`src/core/load_cmd_cfg.svh`:
```
// constants of the load command interpreter
`ifndef LOAD_CMD_CFG_SVH
`define LOAD_CMD_CFG_SVH
`define NUM_LOADS    4
`define LOAD_CMD_DGN 17'h1_FFBC
`define CLK_NS       32'h0000_0004
`define SEC_NS       32'h3B9A_CA00
`define FLASH_HALF_S 32'h0000_0001
`define INST_ALL     8'h00
`define INST_GROUP   8'hFF
`define GRP_NONE     8'hFF
`define LVL_ZERO     8'h00
`define LVL_HALF     8'h64
`define LVL_FULL     8'hC8
`define LVL_TOGGLE   8'hFA
`define LVL_MEMORY   8'hFB
`define SEC_MAX      8'hF0
`define MIN_MAX      8'hFA
`define DUR_FOREVER  8'hFF
`define MIN_BASE     10'h0EC
`define SEC_PER_MIN  10'h03C
`define MOMENTARY_S  10'h002
`define MODE_AUTO    2'b00
`define MODE_MANUAL  2'b01
`define CMD_SET      8'h00
`define CMD_ON       8'h01
`define CMD_ON_DLY   8'h02
`define CMD_OFF      8'h03
`define CMD_STOP     8'h04
`define CMD_TOGGLE   8'h05
`define CMD_MEM_OFF  8'h06
`define CMD_LOCK     8'h21
`define CMD_UNLOCK   8'h22
`define CMD_FLASH    8'h31
`define ADDR_CTRL    12'h000
`define ADDR_NACK    12'h030
`define CFG_BASE     12'h010
`define STAT_BASE    12'h020
`define CFG_RST      32'h0002_0000
`define RESP_OKAY    2'b00
`define RESP_SLVERR  2'b10
`endif

```
`src/core/load_cmd_pkg.sv`:
```
// types of the load command interpreter
package load_cmd_pkg;
	typedef enum logic [1:0] {
		KIND_ONOFF = 2'b00,
		KIND_TWO   = 2'b01,
		KIND_DIM   = 2'b10
	} load_kind_type;
	typedef struct packed {
		logic [16:0]     data_group_number;
		logic [7:0]      source;
		logic [7:0][7:0] data;
	} load_command_message_type;
	typedef struct packed {
		logic       valid;
		logic [7:0] source;
		logic [7:0] command;
	} nack_type;
	typedef struct packed {
		logic [7:0] cmd;
		logic [7:0] level;
		logic [7:0] delay;
	} exec_type;
endpackage

```
`src/core/load_cmd_interp.sv`:
```
// load command interpreter with AXI4-Lite register access
`timescale 1ns/1ps
`include "load_cmd_cfg.svh"

// Function
// - instance byte zero addresses every load regardless of groups
// - instance byte 255 addresses only loads in the named groups
// - group byte with top bits 10 is a node group number
// - node groups 1 to 63; all-ones group byte means no group
// - level is the lowest supported level at or above the request
// - on/off load takes nonzero as on; two-level load rounds to half or full
// - level value 250 toggles the load on or off
// - level value 251 uses the stored master memory level
// - mode field 00 automatic, 01 manual; manual loads are never shed
// - interlocked command waits for identical opposite-bit command from another source
// - delay/duration byte counts whole seconds up to 240
// - values 241 to 250 count minutes, 5 to 14
// - duration 0 reverts after 2 s, 255 lasts forever
// - command 0x00 sets the requested level after the delay
// - 0x01 full on for the duration; 0x02 full on after the delay
// - 0x03 drives zero, after the delay when nonzero
// - 0x04 drives zero and ends flashing
// - 0x05 alternates between zero and the requested level
// - 0x06 saves the level to master memory then drives zero
// - 0x21 locks the instance against commands until 0x22 unlocks
// - 0x31 flashes the output between zero and full
// - unsupported command code answers with a negative acknowledgement
// - each instance reports the code of its last executed command
module load_cmd_interp #(
	parameter int unsigned TICK_CYCLES  = `SEC_NS / `CLK_NS,
	parameter int unsigned FLASH_HALF_S = `FLASH_HALF_S
) (
	input  wire logic                                 clk,
	input  wire logic                                 srst,
	input  wire logic                                 frame_valid,
	input  wire load_cmd_pkg::load_command_message_type frame,
	input  wire logic [11:0]                          s_axi_awaddr,
	input  wire logic                                 s_axi_awvalid,
	output logic                                      s_axi_awready,
	input  wire logic [31:0]                          s_axi_wdata,
	input  wire logic [3:0]                           s_axi_wstrb,
	input  wire logic                                 s_axi_wvalid,
	output logic                                      s_axi_wready,
	output logic [1:0]                                s_axi_bresp,
	output logic                                      s_axi_bvalid,
	input  wire logic                                 s_axi_bready,
	input  wire logic [11:0]                          s_axi_araddr,
	input  wire logic                                 s_axi_arvalid,
	output logic                                      s_axi_arready,
	output logic [31:0]                               s_axi_rdata,
	output logic [1:0]                                s_axi_rresp,
	output logic                                      s_axi_rvalid,
	input  wire logic                                 s_axi_rready,
	output logic [`NUM_LOADS-1:0][7:0]                load_level,
	output logic [`NUM_LOADS-1:0]                     load_manual,
	output load_cmd_pkg::nack_type                    nack
);

	////////////////////////////////////////////////////////////////
	// declarations
	logic [`NUM_LOADS-1:0][31:0] cfg_q, stat_w;
	logic [`NUM_LOADS-1:0]       match_w;
	logic [5:0]                  node_grp_q;
	logic [15:0]                 nack_info_q;
	load_cmd_pkg::nack_type      nack_q;
	logic [31:0]                 sec_cnt_q, fl_cnt_q, w_data_q, rd_d;
	logic                        tick_q, phase_q, f_take, f_sup, f_grp_ok;
	logic                        aw_hold_q, w_hold_q, do_write, wr_ok, rd_ok;
	logic [7:0]                  f_inst, f_grp, f_cmd;
	logic [1:0]                  f_ilk;
	logic [47:0]                 f_body;
	logic [11:0]                 aw_addr_q;
	logic [3:0]                  w_strb_q;

	// delay byte to seconds, zero where it names no time
	function automatic logic [9:0] secs_of(input logic [7:0] v);
		logic [9:0] m;
		m = {2'b00, v} - `MIN_BASE;
		if (v <= `SEC_MAX) begin
			secs_of = {2'b00, v};
		end else if (v <= `MIN_MAX) begin
			secs_of = 10'(m * `SEC_PER_MIN);
		end else begin
			secs_of = 10'h000;
		end
	endfunction

	// round a request up to what the load can do
	function automatic logic [7:0] round_lvl(input logic [7:0] v, input load_cmd_pkg::load_kind_type k);
		if (v == `LVL_ZERO) begin
			round_lvl = `LVL_ZERO;
		end else if (v >= `LVL_FULL || k == load_cmd_pkg::KIND_ONOFF) begin
			round_lvl = `LVL_FULL;
		end else if (k == load_cmd_pkg::KIND_TWO) begin
			round_lvl = (v <= `LVL_HALF) ? `LVL_HALF : `LVL_FULL;
		end else begin
			round_lvl = v;
		end
	endfunction

	////////////////////////////////////////////////////////////////
	// frame decode shared by all loads
	assign f_take = frame_valid && frame.data_group_number == `LOAD_CMD_DGN;
	assign f_inst = frame.data[0];
	assign f_grp  = frame.data[1];
	assign f_cmd  = frame.data[4];
	assign f_ilk  = frame.data[3][3:2];
	assign f_body = {frame.data[5], frame.data[4], frame.data[3][7:4], frame.data[3][1:0],
		2'b00, frame.data[2], frame.data[1], frame.data[0]};

	// group match: node group number only; the group bitmap is tested per load
	always_comb begin
		if (f_grp == `GRP_NONE) begin
			f_grp_ok = 1'b0;
		end else if (f_grp[7:6] == 2'b10) begin
			f_grp_ok = f_grp[5:0] != 6'h00 && f_grp[5:0] == node_grp_q;
		end else begin
			f_grp_ok = 1'b0;
		end
	end

	// codes this node carries out
	always_comb begin
		unique case (f_cmd)
			`CMD_SET, `CMD_ON, `CMD_ON_DLY, `CMD_OFF, `CMD_STOP, `CMD_TOGGLE,
			`CMD_MEM_OFF, `CMD_LOCK, `CMD_UNLOCK, `CMD_FLASH: f_sup = 1'b1;
			default: f_sup = 1'b0;
		endcase
	end

	////////////////////////////////////////////////////////////////
	// seconds timebase and flash phase
	always_ff @(posedge clk) begin
		if (srst) begin
			sec_cnt_q <= 32'h0000_0000;
			tick_q    <= 1'b0;
		end else begin
			tick_q    <= sec_cnt_q == TICK_CYCLES - 1;
			sec_cnt_q <= (sec_cnt_q == TICK_CYCLES - 1) ? 32'h0000_0000 : sec_cnt_q + 32'h0000_0001;
		end
	end

	// flash phase flips every half-period
	always_ff @(posedge clk) begin
		if (srst) begin
			fl_cnt_q <= 32'h0000_0000;
			phase_q  <= 1'b0;
		end else if (tick_q) begin
			if (fl_cnt_q >= FLASH_HALF_S - 1) begin
				fl_cnt_q <= 32'h0000_0000;
				phase_q  <= !phase_q;
			end else begin
				fl_cnt_q <= fl_cnt_q + 32'h0000_0001;
			end
		end
	end

	////////////////////////////////////////////////////////////////
	// per-load state
	for (genvar i = 0; i < `NUM_LOADS; i++) begin : g_load
		load_cmd_pkg::load_kind_type kind;
		load_cmd_pkg::exec_type      ex, pend_q;
		logic                        ex_v, match, hit, go, hold, delayed, expire;
		logic                        tmr_act_q, tdur_q, lock_q, flash_q, manual_q, ilk_v_q;
		logic [9:0]                  dsecs, dur, tmr_q;
		logic [7:0]                  req, lvl_q, mem_q, last_q, restore_q, out_q, ilk_src_q;
		logic [1:0]                  ilk_bits_q;
		logic [47:0]                 ilk_body_q;

		// addressing, interlock pairing and scheduling
		always_comb begin
			kind  = load_cmd_pkg::load_kind_type'(cfg_q[i][17:16]);
			match = f_take && (f_inst == `INST_ALL
				|| (f_inst == `INST_GROUP && (f_grp_ok || (f_grp[7:6] != 2'b10 && f_grp != `GRP_NONE
				&& (f_grp & cfg_q[i][15:8]) != 8'h00)))
				|| (f_inst != `INST_GROUP && f_inst == cfg_q[i][7:0]));
			hit   = ilk_v_q && ilk_src_q != frame.source && (ilk_bits_q ^ f_ilk) == 2'b11
				&& ilk_body_q == f_body;
			go    = match && f_sup && !(lock_q && f_cmd != `CMD_LOCK && f_cmd != `CMD_UNLOCK)
				&& (f_ilk == 2'b00 || hit);
			hold  = match && f_sup && !(lock_q && f_cmd != `CMD_UNLOCK) && f_ilk != 2'b00 && !hit;
			dsecs = secs_of(frame.data[5]);
			dur   = (frame.data[5] == `LVL_ZERO) ? `MOMENTARY_S : dsecs;
			delayed = go && dsecs != 10'h000
				&& (f_cmd == `CMD_SET || f_cmd == `CMD_ON_DLY || f_cmd == `CMD_OFF);
			expire = tick_q && tmr_act_q && tmr_q == 10'h001;
			ex_v = 1'b1;
			if (go && !delayed) begin
				ex = '{cmd: f_cmd, level: frame.data[2], delay: frame.data[5]};
			end else if (expire && !tdur_q && !delayed) begin
				ex = pend_q;
			end else begin
				ex   = pend_q;
				ex_v = 1'b0;
			end
			if (ex.level == `LVL_TOGGLE) begin
				req = (lvl_q != `LVL_ZERO) ? `LVL_ZERO : `LVL_FULL;
			end else if (ex.level == `LVL_MEMORY) begin
				req = mem_q;
			end else begin
				req = round_lvl(ex.level, kind);
			end
		end

		// interlock holding slot
		always_ff @(posedge clk) begin
			if (srst) begin
				ilk_v_q    <= 1'b0;
				ilk_bits_q <= 2'b00;
				ilk_src_q  <= 8'h00;
				ilk_body_q <= 48'h0000_0000_0000;
			end else if (hold) begin
				ilk_v_q    <= 1'b1;
				ilk_bits_q <= f_ilk;
				ilk_src_q  <= frame.source;
				ilk_body_q <= f_body;
			end else if (go) begin
				ilk_v_q <= 1'b0;
			end
		end

		// delay and duration timer
		always_ff @(posedge clk) begin
			if (srst) begin
				tmr_q     <= 10'h000;
				tmr_act_q <= 1'b0;
				tdur_q    <= 1'b0;
				pend_q    <= '0;
				restore_q <= `LVL_ZERO;
			end else begin
				if (tick_q && tmr_act_q) begin
					tmr_q <= tmr_q - 10'h001;
				end
				if (expire || (go && f_cmd != `CMD_LOCK && f_cmd != `CMD_UNLOCK)) begin
					tmr_act_q <= 1'b0;
				end
				if (delayed) begin
					tmr_act_q <= 1'b1;
					tdur_q    <= 1'b0;
					tmr_q     <= dsecs;
					pend_q    <= '{cmd: f_cmd, level: frame.data[2], delay: frame.data[5]};
				end else if (go && f_cmd == `CMD_ON && frame.data[5] != `DUR_FOREVER && dur != 10'h000) begin
					tmr_act_q <= 1'b1;
					tdur_q    <= 1'b1;
					tmr_q     <= dur;
					restore_q <= (tmr_act_q && tdur_q) ? restore_q : lvl_q;
				end
			end
		end

		// level, memory, lock, flash and mode
		always_ff @(posedge clk) begin
			if (srst) begin
				lvl_q    <= `LVL_ZERO;
				mem_q    <= `LVL_FULL;
				last_q   <= 8'hFF;
				lock_q   <= 1'b0;
				flash_q  <= 1'b0;
				manual_q <= 1'b0;
			end else begin
				if (expire && tdur_q) begin
					lvl_q <= restore_q;
				end
				if (go && (frame.data[3][1:0] == `MODE_AUTO || frame.data[3][1:0] == `MODE_MANUAL)) begin
					manual_q <= frame.data[3][1:0] == `MODE_MANUAL;
				end
				if (ex_v) begin
					last_q <= ex.cmd;
					if (ex.cmd != `CMD_LOCK && ex.cmd != `CMD_UNLOCK) begin
						flash_q <= 1'b0;
					end
					unique case (ex.cmd)
						`CMD_SET: lvl_q <= req;
						`CMD_ON, `CMD_ON_DLY: lvl_q <= `LVL_FULL;
						`CMD_OFF, `CMD_STOP: lvl_q <= `LVL_ZERO;
						`CMD_TOGGLE: lvl_q <= (lvl_q != `LVL_ZERO) ? `LVL_ZERO : req;
						`CMD_LOCK: lock_q <= 1'b1;
						`CMD_UNLOCK: lock_q <= 1'b0;
						`CMD_FLASH: flash_q <= 1'b1;
						default: begin
							mem_q <= lvl_q;
							lvl_q <= `LVL_ZERO;
						end
					endcase
				end
			end
		end

		// driven output level
		always_ff @(posedge clk) begin
			if (srst) begin
				out_q <= `LVL_ZERO;
			end else begin
				out_q <= flash_q ? (phase_q ? `LVL_FULL : `LVL_ZERO) : lvl_q;
			end
		end

		assign match_w[i]     = match;
		assign load_level[i]  = out_q;
		assign load_manual[i] = manual_q;
		assign stat_w[i]      = {mem_q, 3'b000, tmr_act_q, manual_q, flash_q, ilk_v_q, lock_q, last_q, lvl_q};
	end

	////////////////////////////////////////////////////////////////
	// negative acknowledgement for unknown codes
	always_ff @(posedge clk) begin
		if (srst) begin
			nack_q      <= '0;
			nack_info_q <= 16'h0000;
		end else begin
			nack_q.valid   <= f_take && !f_sup && match_w != '0;
			nack_q.source  <= frame.source;
			nack_q.command <= f_cmd;
			if (f_take && !f_sup && match_w != '0) begin
				nack_info_q <= {frame.source, f_cmd};
			end
		end
	end

	assign nack = nack_q;

	////////////////////////////////////////////////////////////////
	// AXI4-Lite write channel
	assign do_write = aw_hold_q && w_hold_q && !s_axi_bvalid;
	assign wr_ok    = aw_addr_q == `ADDR_CTRL || {aw_addr_q[11:4], 4'h0} == `CFG_BASE;

	always_ff @(posedge clk) begin
		if (srst) begin
			aw_hold_q     <= 1'b0;
			w_hold_q      <= 1'b0;
			aw_addr_q     <= 12'h000;
			w_data_q      <= 32'h0000_0000;
			w_strb_q      <= 4'h0;
			s_axi_awready <= 1'b1;
			s_axi_wready  <= 1'b1;
			s_axi_bvalid  <= 1'b0;
			s_axi_bresp   <= `RESP_OKAY;
		end else begin
			if (s_axi_awvalid && s_axi_awready) begin
				aw_hold_q     <= 1'b1;
				aw_addr_q     <= s_axi_awaddr;
				s_axi_awready <= 1'b0;
			end
			if (s_axi_wvalid && s_axi_wready) begin
				w_hold_q     <= 1'b1;
				w_data_q     <= s_axi_wdata;
				w_strb_q     <= s_axi_wstrb;
				s_axi_wready <= 1'b0;
			end
			if (do_write) begin
				aw_hold_q    <= 1'b0;
				w_hold_q     <= 1'b0;
				s_axi_bvalid <= 1'b1;
				s_axi_bresp  <= wr_ok ? `RESP_OKAY : `RESP_SLVERR;
			end
			if (s_axi_bvalid && s_axi_bready) begin
				s_axi_bvalid  <= 1'b0;
				s_axi_awready <= 1'b1;
				s_axi_wready  <= 1'b1;
			end
		end
	end

	// writable registers, byte lanes honoured
	always_ff @(posedge clk) begin
		if (srst) begin
			node_grp_q <= 6'h00;
			cfg_q      <= {`NUM_LOADS{`CFG_RST}};
		end else if (do_write) begin
			if (aw_addr_q == `ADDR_CTRL && w_strb_q[0]) begin
				node_grp_q <= w_data_q[5:0];
			end
			if ({aw_addr_q[11:4], 4'h0} == `CFG_BASE) begin
				for (int b = 0; b < 4; b++) begin
					if (w_strb_q[b]) begin
						cfg_q[aw_addr_q[3:2]][b*8 +: 8] <= w_data_q[b*8 +: 8];
					end
				end
			end
		end
	end

	////////////////////////////////////////////////////////////////
	// AXI4-Lite read channel
	always_comb begin
		rd_ok = 1'b1;
		if (s_axi_araddr == `ADDR_CTRL) begin
			rd_d = {26'h000_0000, node_grp_q};
		end else if (s_axi_araddr == `ADDR_NACK) begin
			rd_d = {16'h0000, nack_info_q};
		end else if ({s_axi_araddr[11:4], 4'h0} == `CFG_BASE) begin
			rd_d = cfg_q[s_axi_araddr[3:2]];
		end else if ({s_axi_araddr[11:4], 4'h0} == `STAT_BASE) begin
			rd_d = stat_w[s_axi_araddr[3:2]];
		end else begin
			rd_d  = 32'h0000_0000;
			rd_ok = 1'b0;
		end
	end

	// one read at a time, answered the cycle after the address
	always_ff @(posedge clk) begin
		if (srst) begin
			s_axi_arready <= 1'b1;
			s_axi_rvalid  <= 1'b0;
			s_axi_rdata   <= 32'h0000_0000;
			s_axi_rresp   <= `RESP_OKAY;
		end else if (s_axi_arvalid && s_axi_arready) begin
			s_axi_arready <= 1'b0;
			s_axi_rvalid  <= 1'b1;
			s_axi_rdata   <= rd_d;
			s_axi_rresp   <= rd_ok ? `RESP_OKAY : `RESP_SLVERR;
		end else if (s_axi_rvalid && s_axi_rready) begin
			s_axi_rvalid  <= 1'b0;
			s_axi_arready <= 1'b1;
		end
	end

endmodule

```
`config.mk`:
```
export PLATFORM = sky130hd
export DESIGN_NAME = load_cmd_interp
export DESIGN_NICKNAME = d
export VERILOG_FILES = /design/src/core/load_cmd_pkg.sv /design/src/core/load_cmd_interp.sv
export VERILOG_INCLUDE_DIRS = /design/src /design/src/core
export SDC_FILE = /design/constraint.sdc
export NUM_CORES = 2
export LEC_CHECK = 0
export ABC_AREA = 1
export BUFFER_PORTS_ARGS = -buffer_cell sky130_fd_sc_hd__buf_2
export CAP_MARGIN = 20
export CORE_MARGIN = 1
export CORE_UTILIZATION = 35
export CTS_BUF_LIST = sky130_fd_sc_hd__clkbuf_4 sky130_fd_sc_hd__clkbuf_8
export DETAILED_ROUTE_END_ITERATION = 16
export PLACE_DENSITY = 0.54
export RECOVER_POWER = 100
export SLEW_MARGIN = 20
export SYNTH_ARGS = -nofsm -noshare
export SYNTH_HDL_FRONTEND = slang
export SYNTH_SLANG_ARGS = --single-unit
export TNS_END_PERCENT = 20
```
`constraint.sdc`:
```
create_clock -name clk -period 6.4 [get_ports clk]
set_clock_uncertainty 0.05 [all_clocks]
set_input_delay 1.28 -clock clk [delete_from_list [all_inputs] [get_ports clk]]
set_output_delay 1.28 -clock clk [all_outputs]
set_load 0.1 [all_outputs]
```
==> flow_metrics.tcl <==
set metrics [dict create \
    area_delta_synth_final_pct 13.6 \
    core_area_mm2 0.114 \
    rsz0062_at_grt "no" \
    wl_per_cell_um 19.9 \
    place_area_mm2 0.0431 \
    wl_mm 152 \
    clk_pin_slew_ns 0.06 \
    ctsHoldBuffers 0 \
    cp.required_ns 7.00 \
    syn-cell-area_mm2 0.0404 \
    die_height_um 342 \
    design.die.area_mm2 0.117 \
    final_common_cell "nand2_1" \
    final_cell_area_mm2 0.0459 \
    r2r-end "g_load[1].ilk_body_q[17]" \
    ir_drop_mv 0.187 \
    critical_path.endpoint "g_load[3].out_q[6]" \
    portBuffers 232 \
    num_rows 124 \
    grt_max_degree 212 \
    ys_ff_latch 802 \
    cap_violations 11 \
    nNetsFinal 6196 \
    slew-limit-headroom -1.25 \
    crit_start "srst" \
    final_util 0.402 \
    busiest_layer "met2" \
    cts_tree "done" \
    ys.flop_type "dfxtp_1" \
    grtUsageMet2 0.406 \
    postSynth.asyncResetShare 0 \
    htree_levels 4 \
    worstSetupStartpointType "primary input" \
    fin_setup_tns_ns 0 \
    criticalPathCategory "in -> reg" \
    r2r_start "cfg_q[38]" \
    via_count 39714 \
    holdCritPathClass "reg -> reg" \
    cts_resized 0 \
    path_max_fanout 160 \
    die_width_um 342 \
    dp_hpwl_mm 110 \
    postSynthAreaPerCell_um2 6.93 \
    grt_overflow_total 0 \
    root_buffer "clkbuf_8" \
    worstMarginPinSlew_ns 3.37 \
    grt_pass1_vias 36786 \
    setup_viol 0 \
    antenna_found_initial 11 \
    clk_latency_ns 0.87 \
    cp.arrival_ns 6.40 \
    met3_usage 0.0407 \
    drt-pass1-iter-count 5 \
    yosysWarnings 0 \
    drt_iter0_drc 3588 \
    period_minus_slack_ns 5.80 \
    drive_gt1_frac 0.108 \
    io_pins 251 \
    ys_seq_area_frac 0.397 \
    syn_inst 5833 \
    post-cts-setup-buffers 0 \
    start_util 0.353 \
    powerDensity_mw_per_mm2 245 \
    clock_path_buffers 3 \
    hold_path_depth 2 \
    finalHoldViolations 0 \
    synth-edff-count 0 \
    ant_nets 0 \
    max_freq_ghz 0.172 \
    reg2reg_setup_slack_ns 1.87 \
    met1_usage 0.353 \
    yosysUniqueCellTypes 75 \
    track_usage 0.256 \
    hold_slack_ns 0.393 \
    violations "capacitance limit, slew limit" \
    cts_sinks 802 \
    final_max_slew_viol_count 876 \
    r2r_cells 11 \
    power_uw 11300 \
    leakage_uw 0.0192 \
    place.gp.congestion 0.943 \
    final_cell_mix "1,059 x nand2_1, 802 x dfxtp_1, 775 x o21ai_0, 654 x nor2_1, 634 x a21oi_1" \
    status "finished with violations" \
    cp-end-kind "register" \
    drc 0 \
    routed_via_density 5.20 \
    cts_buffers 147 \
    period_share 0.907 \
    grt_pass1_wl_mm 229 \
]
through the flow:
step                setup slack [ns]  instances
floorplan                      0.652       5834
global placement               0.125       7374
detailed placement            0.0936       7374
CTS                            0.980       7628
global route                   0.198       7633
finish                         0.597       7635
sequential cells by signal, indices dropped and copies added (netlist names), 8 cells and up:
name               cells
aw_addr_q             12
g_load.out_q          32
g_load.ilk_bits_q      8
nack_info_q           16
g_load.restore_q      32
g_load.last_q         32
sec_cnt_q             32
g_load.ilk_body_q    184
g_load.ilk_src_q      32
nack                  17
g_load.mem_q          32
w_data_q              32
s_axi_rdata           32
g_load.lvl_q          32
g_load.tmr_q          40
cfg_q                128
g_load.pend_q         64
layer usage:
layer / vias up / routed length (µm) / share of wire
met1: 18471 / 69100 / 0.45
li1: 19680 / - / -
met4: 12 / 3790 / 0.025
met3: 232 / 10700 / 0.070
met5: - / 69 / 0.00045
met2: 1319 / 68400 / 0.45
cells by family after synthesis:
kind of cell             Yosys count  synth area share
other                              1         0.0000928
AO/OA/AOI/OAI                   1707             0.228
flip-flops                       802             0.397
buffers and inverters            932            0.0928
adder cells (fa/ha/maj)           28           0.00997
XOR/XNOR                         163            0.0353
multiplexers                      25           0.00694
AND/OR/NAND/NOR                 2175             0.229
final cells by class:
| class | count | area (µm²) |
|---|---|---|
| fillers | 12242 | 68400 |
| multi-input cells | 4100 | 20600 |
| flip-flops and latches | 802 | 16100 |
| clock buffers | 222 | 2790 |
| inverters | 598 | 2260 |
| repair buffers | 362 | 2000 |
| well taps | 1512 | 1890 |
| clock inverters | 32 | 338 |
| diodes | 7 | 17.5 |
synth_stat cells (5+ instances only):
library cell	instances	area share
nor3_1	61	0.0076
nand3_1	227	0.028
buf_1	12	0.0011
o22ai_1	32	0.0050
nand2_1	1054	0.098
inv_2	38	0.0035
o21a_1	9	0.0017
nor2_2	12	0.0019
o21ai_2	11	0.0024
nand2_2	23	0.0036
a21oi_1	634	0.079
o21ai_1	47	0.0058
nor4_1	27	0.0042
o211ai_1	66	0.012
nand2_4	9	0.0025
buf_6	10	0.0028
nand4_1	57	0.0088
nand3_2	10	0.0025
dfxtp_1	802	0.40
clkbuf_1	239	0.022
nor2_4	7	0.0020
nor3_2	5	0.0012
or2_2	7	0.0011
fa_1	7	0.0035
ha_1	21	0.0065
clkinv_1	11	0.0010
a31oi_1	20	0.0031
o21ai_0	764	0.095
xor2_1	78	0.017
nor2_1	648	0.060
nor3b_1	8	0.0015
o31ai_1	11	0.0020
a211oi_1	69	0.013
o311ai_0	11	0.0024
buf_4	21	0.0039
xnor2_1	85	0.018
mux2_2	24	0.0067
inv_1	548	0.051
buf_2	48	0.0059
power breakdown:
group,total (µW),switching [µW],internal (µW)
Clock,5300,2360,2930
Combinational,892,670,222
Sequential,5080,43.4,5030
Total,11300,3080,8190
worst max-delay path, cell delays in order:
cell,delay (ns)
clkbuf_1,2.29
inv_8,0.81
clkbuf_4,0.99
nand2_1,0.60
o21ai_0,0.19
worst min-delay path by stage:
stage	start	to
after CTS	cfg_q[93]	cfg_q[93]
final	cfg_q[30]	cfg_q[30]
after floorplan	sec_cnt_q[0]	sec_cnt_q[0]
after global placement	sec_cnt_q[0]	sec_cnt_q[0]
after detailed placement	cfg_q[95]	cfg_q[95]
after global routing	cfg_q[95]	cfg_q[95]
Note: power is estimated with default switching activity, not from simulation.
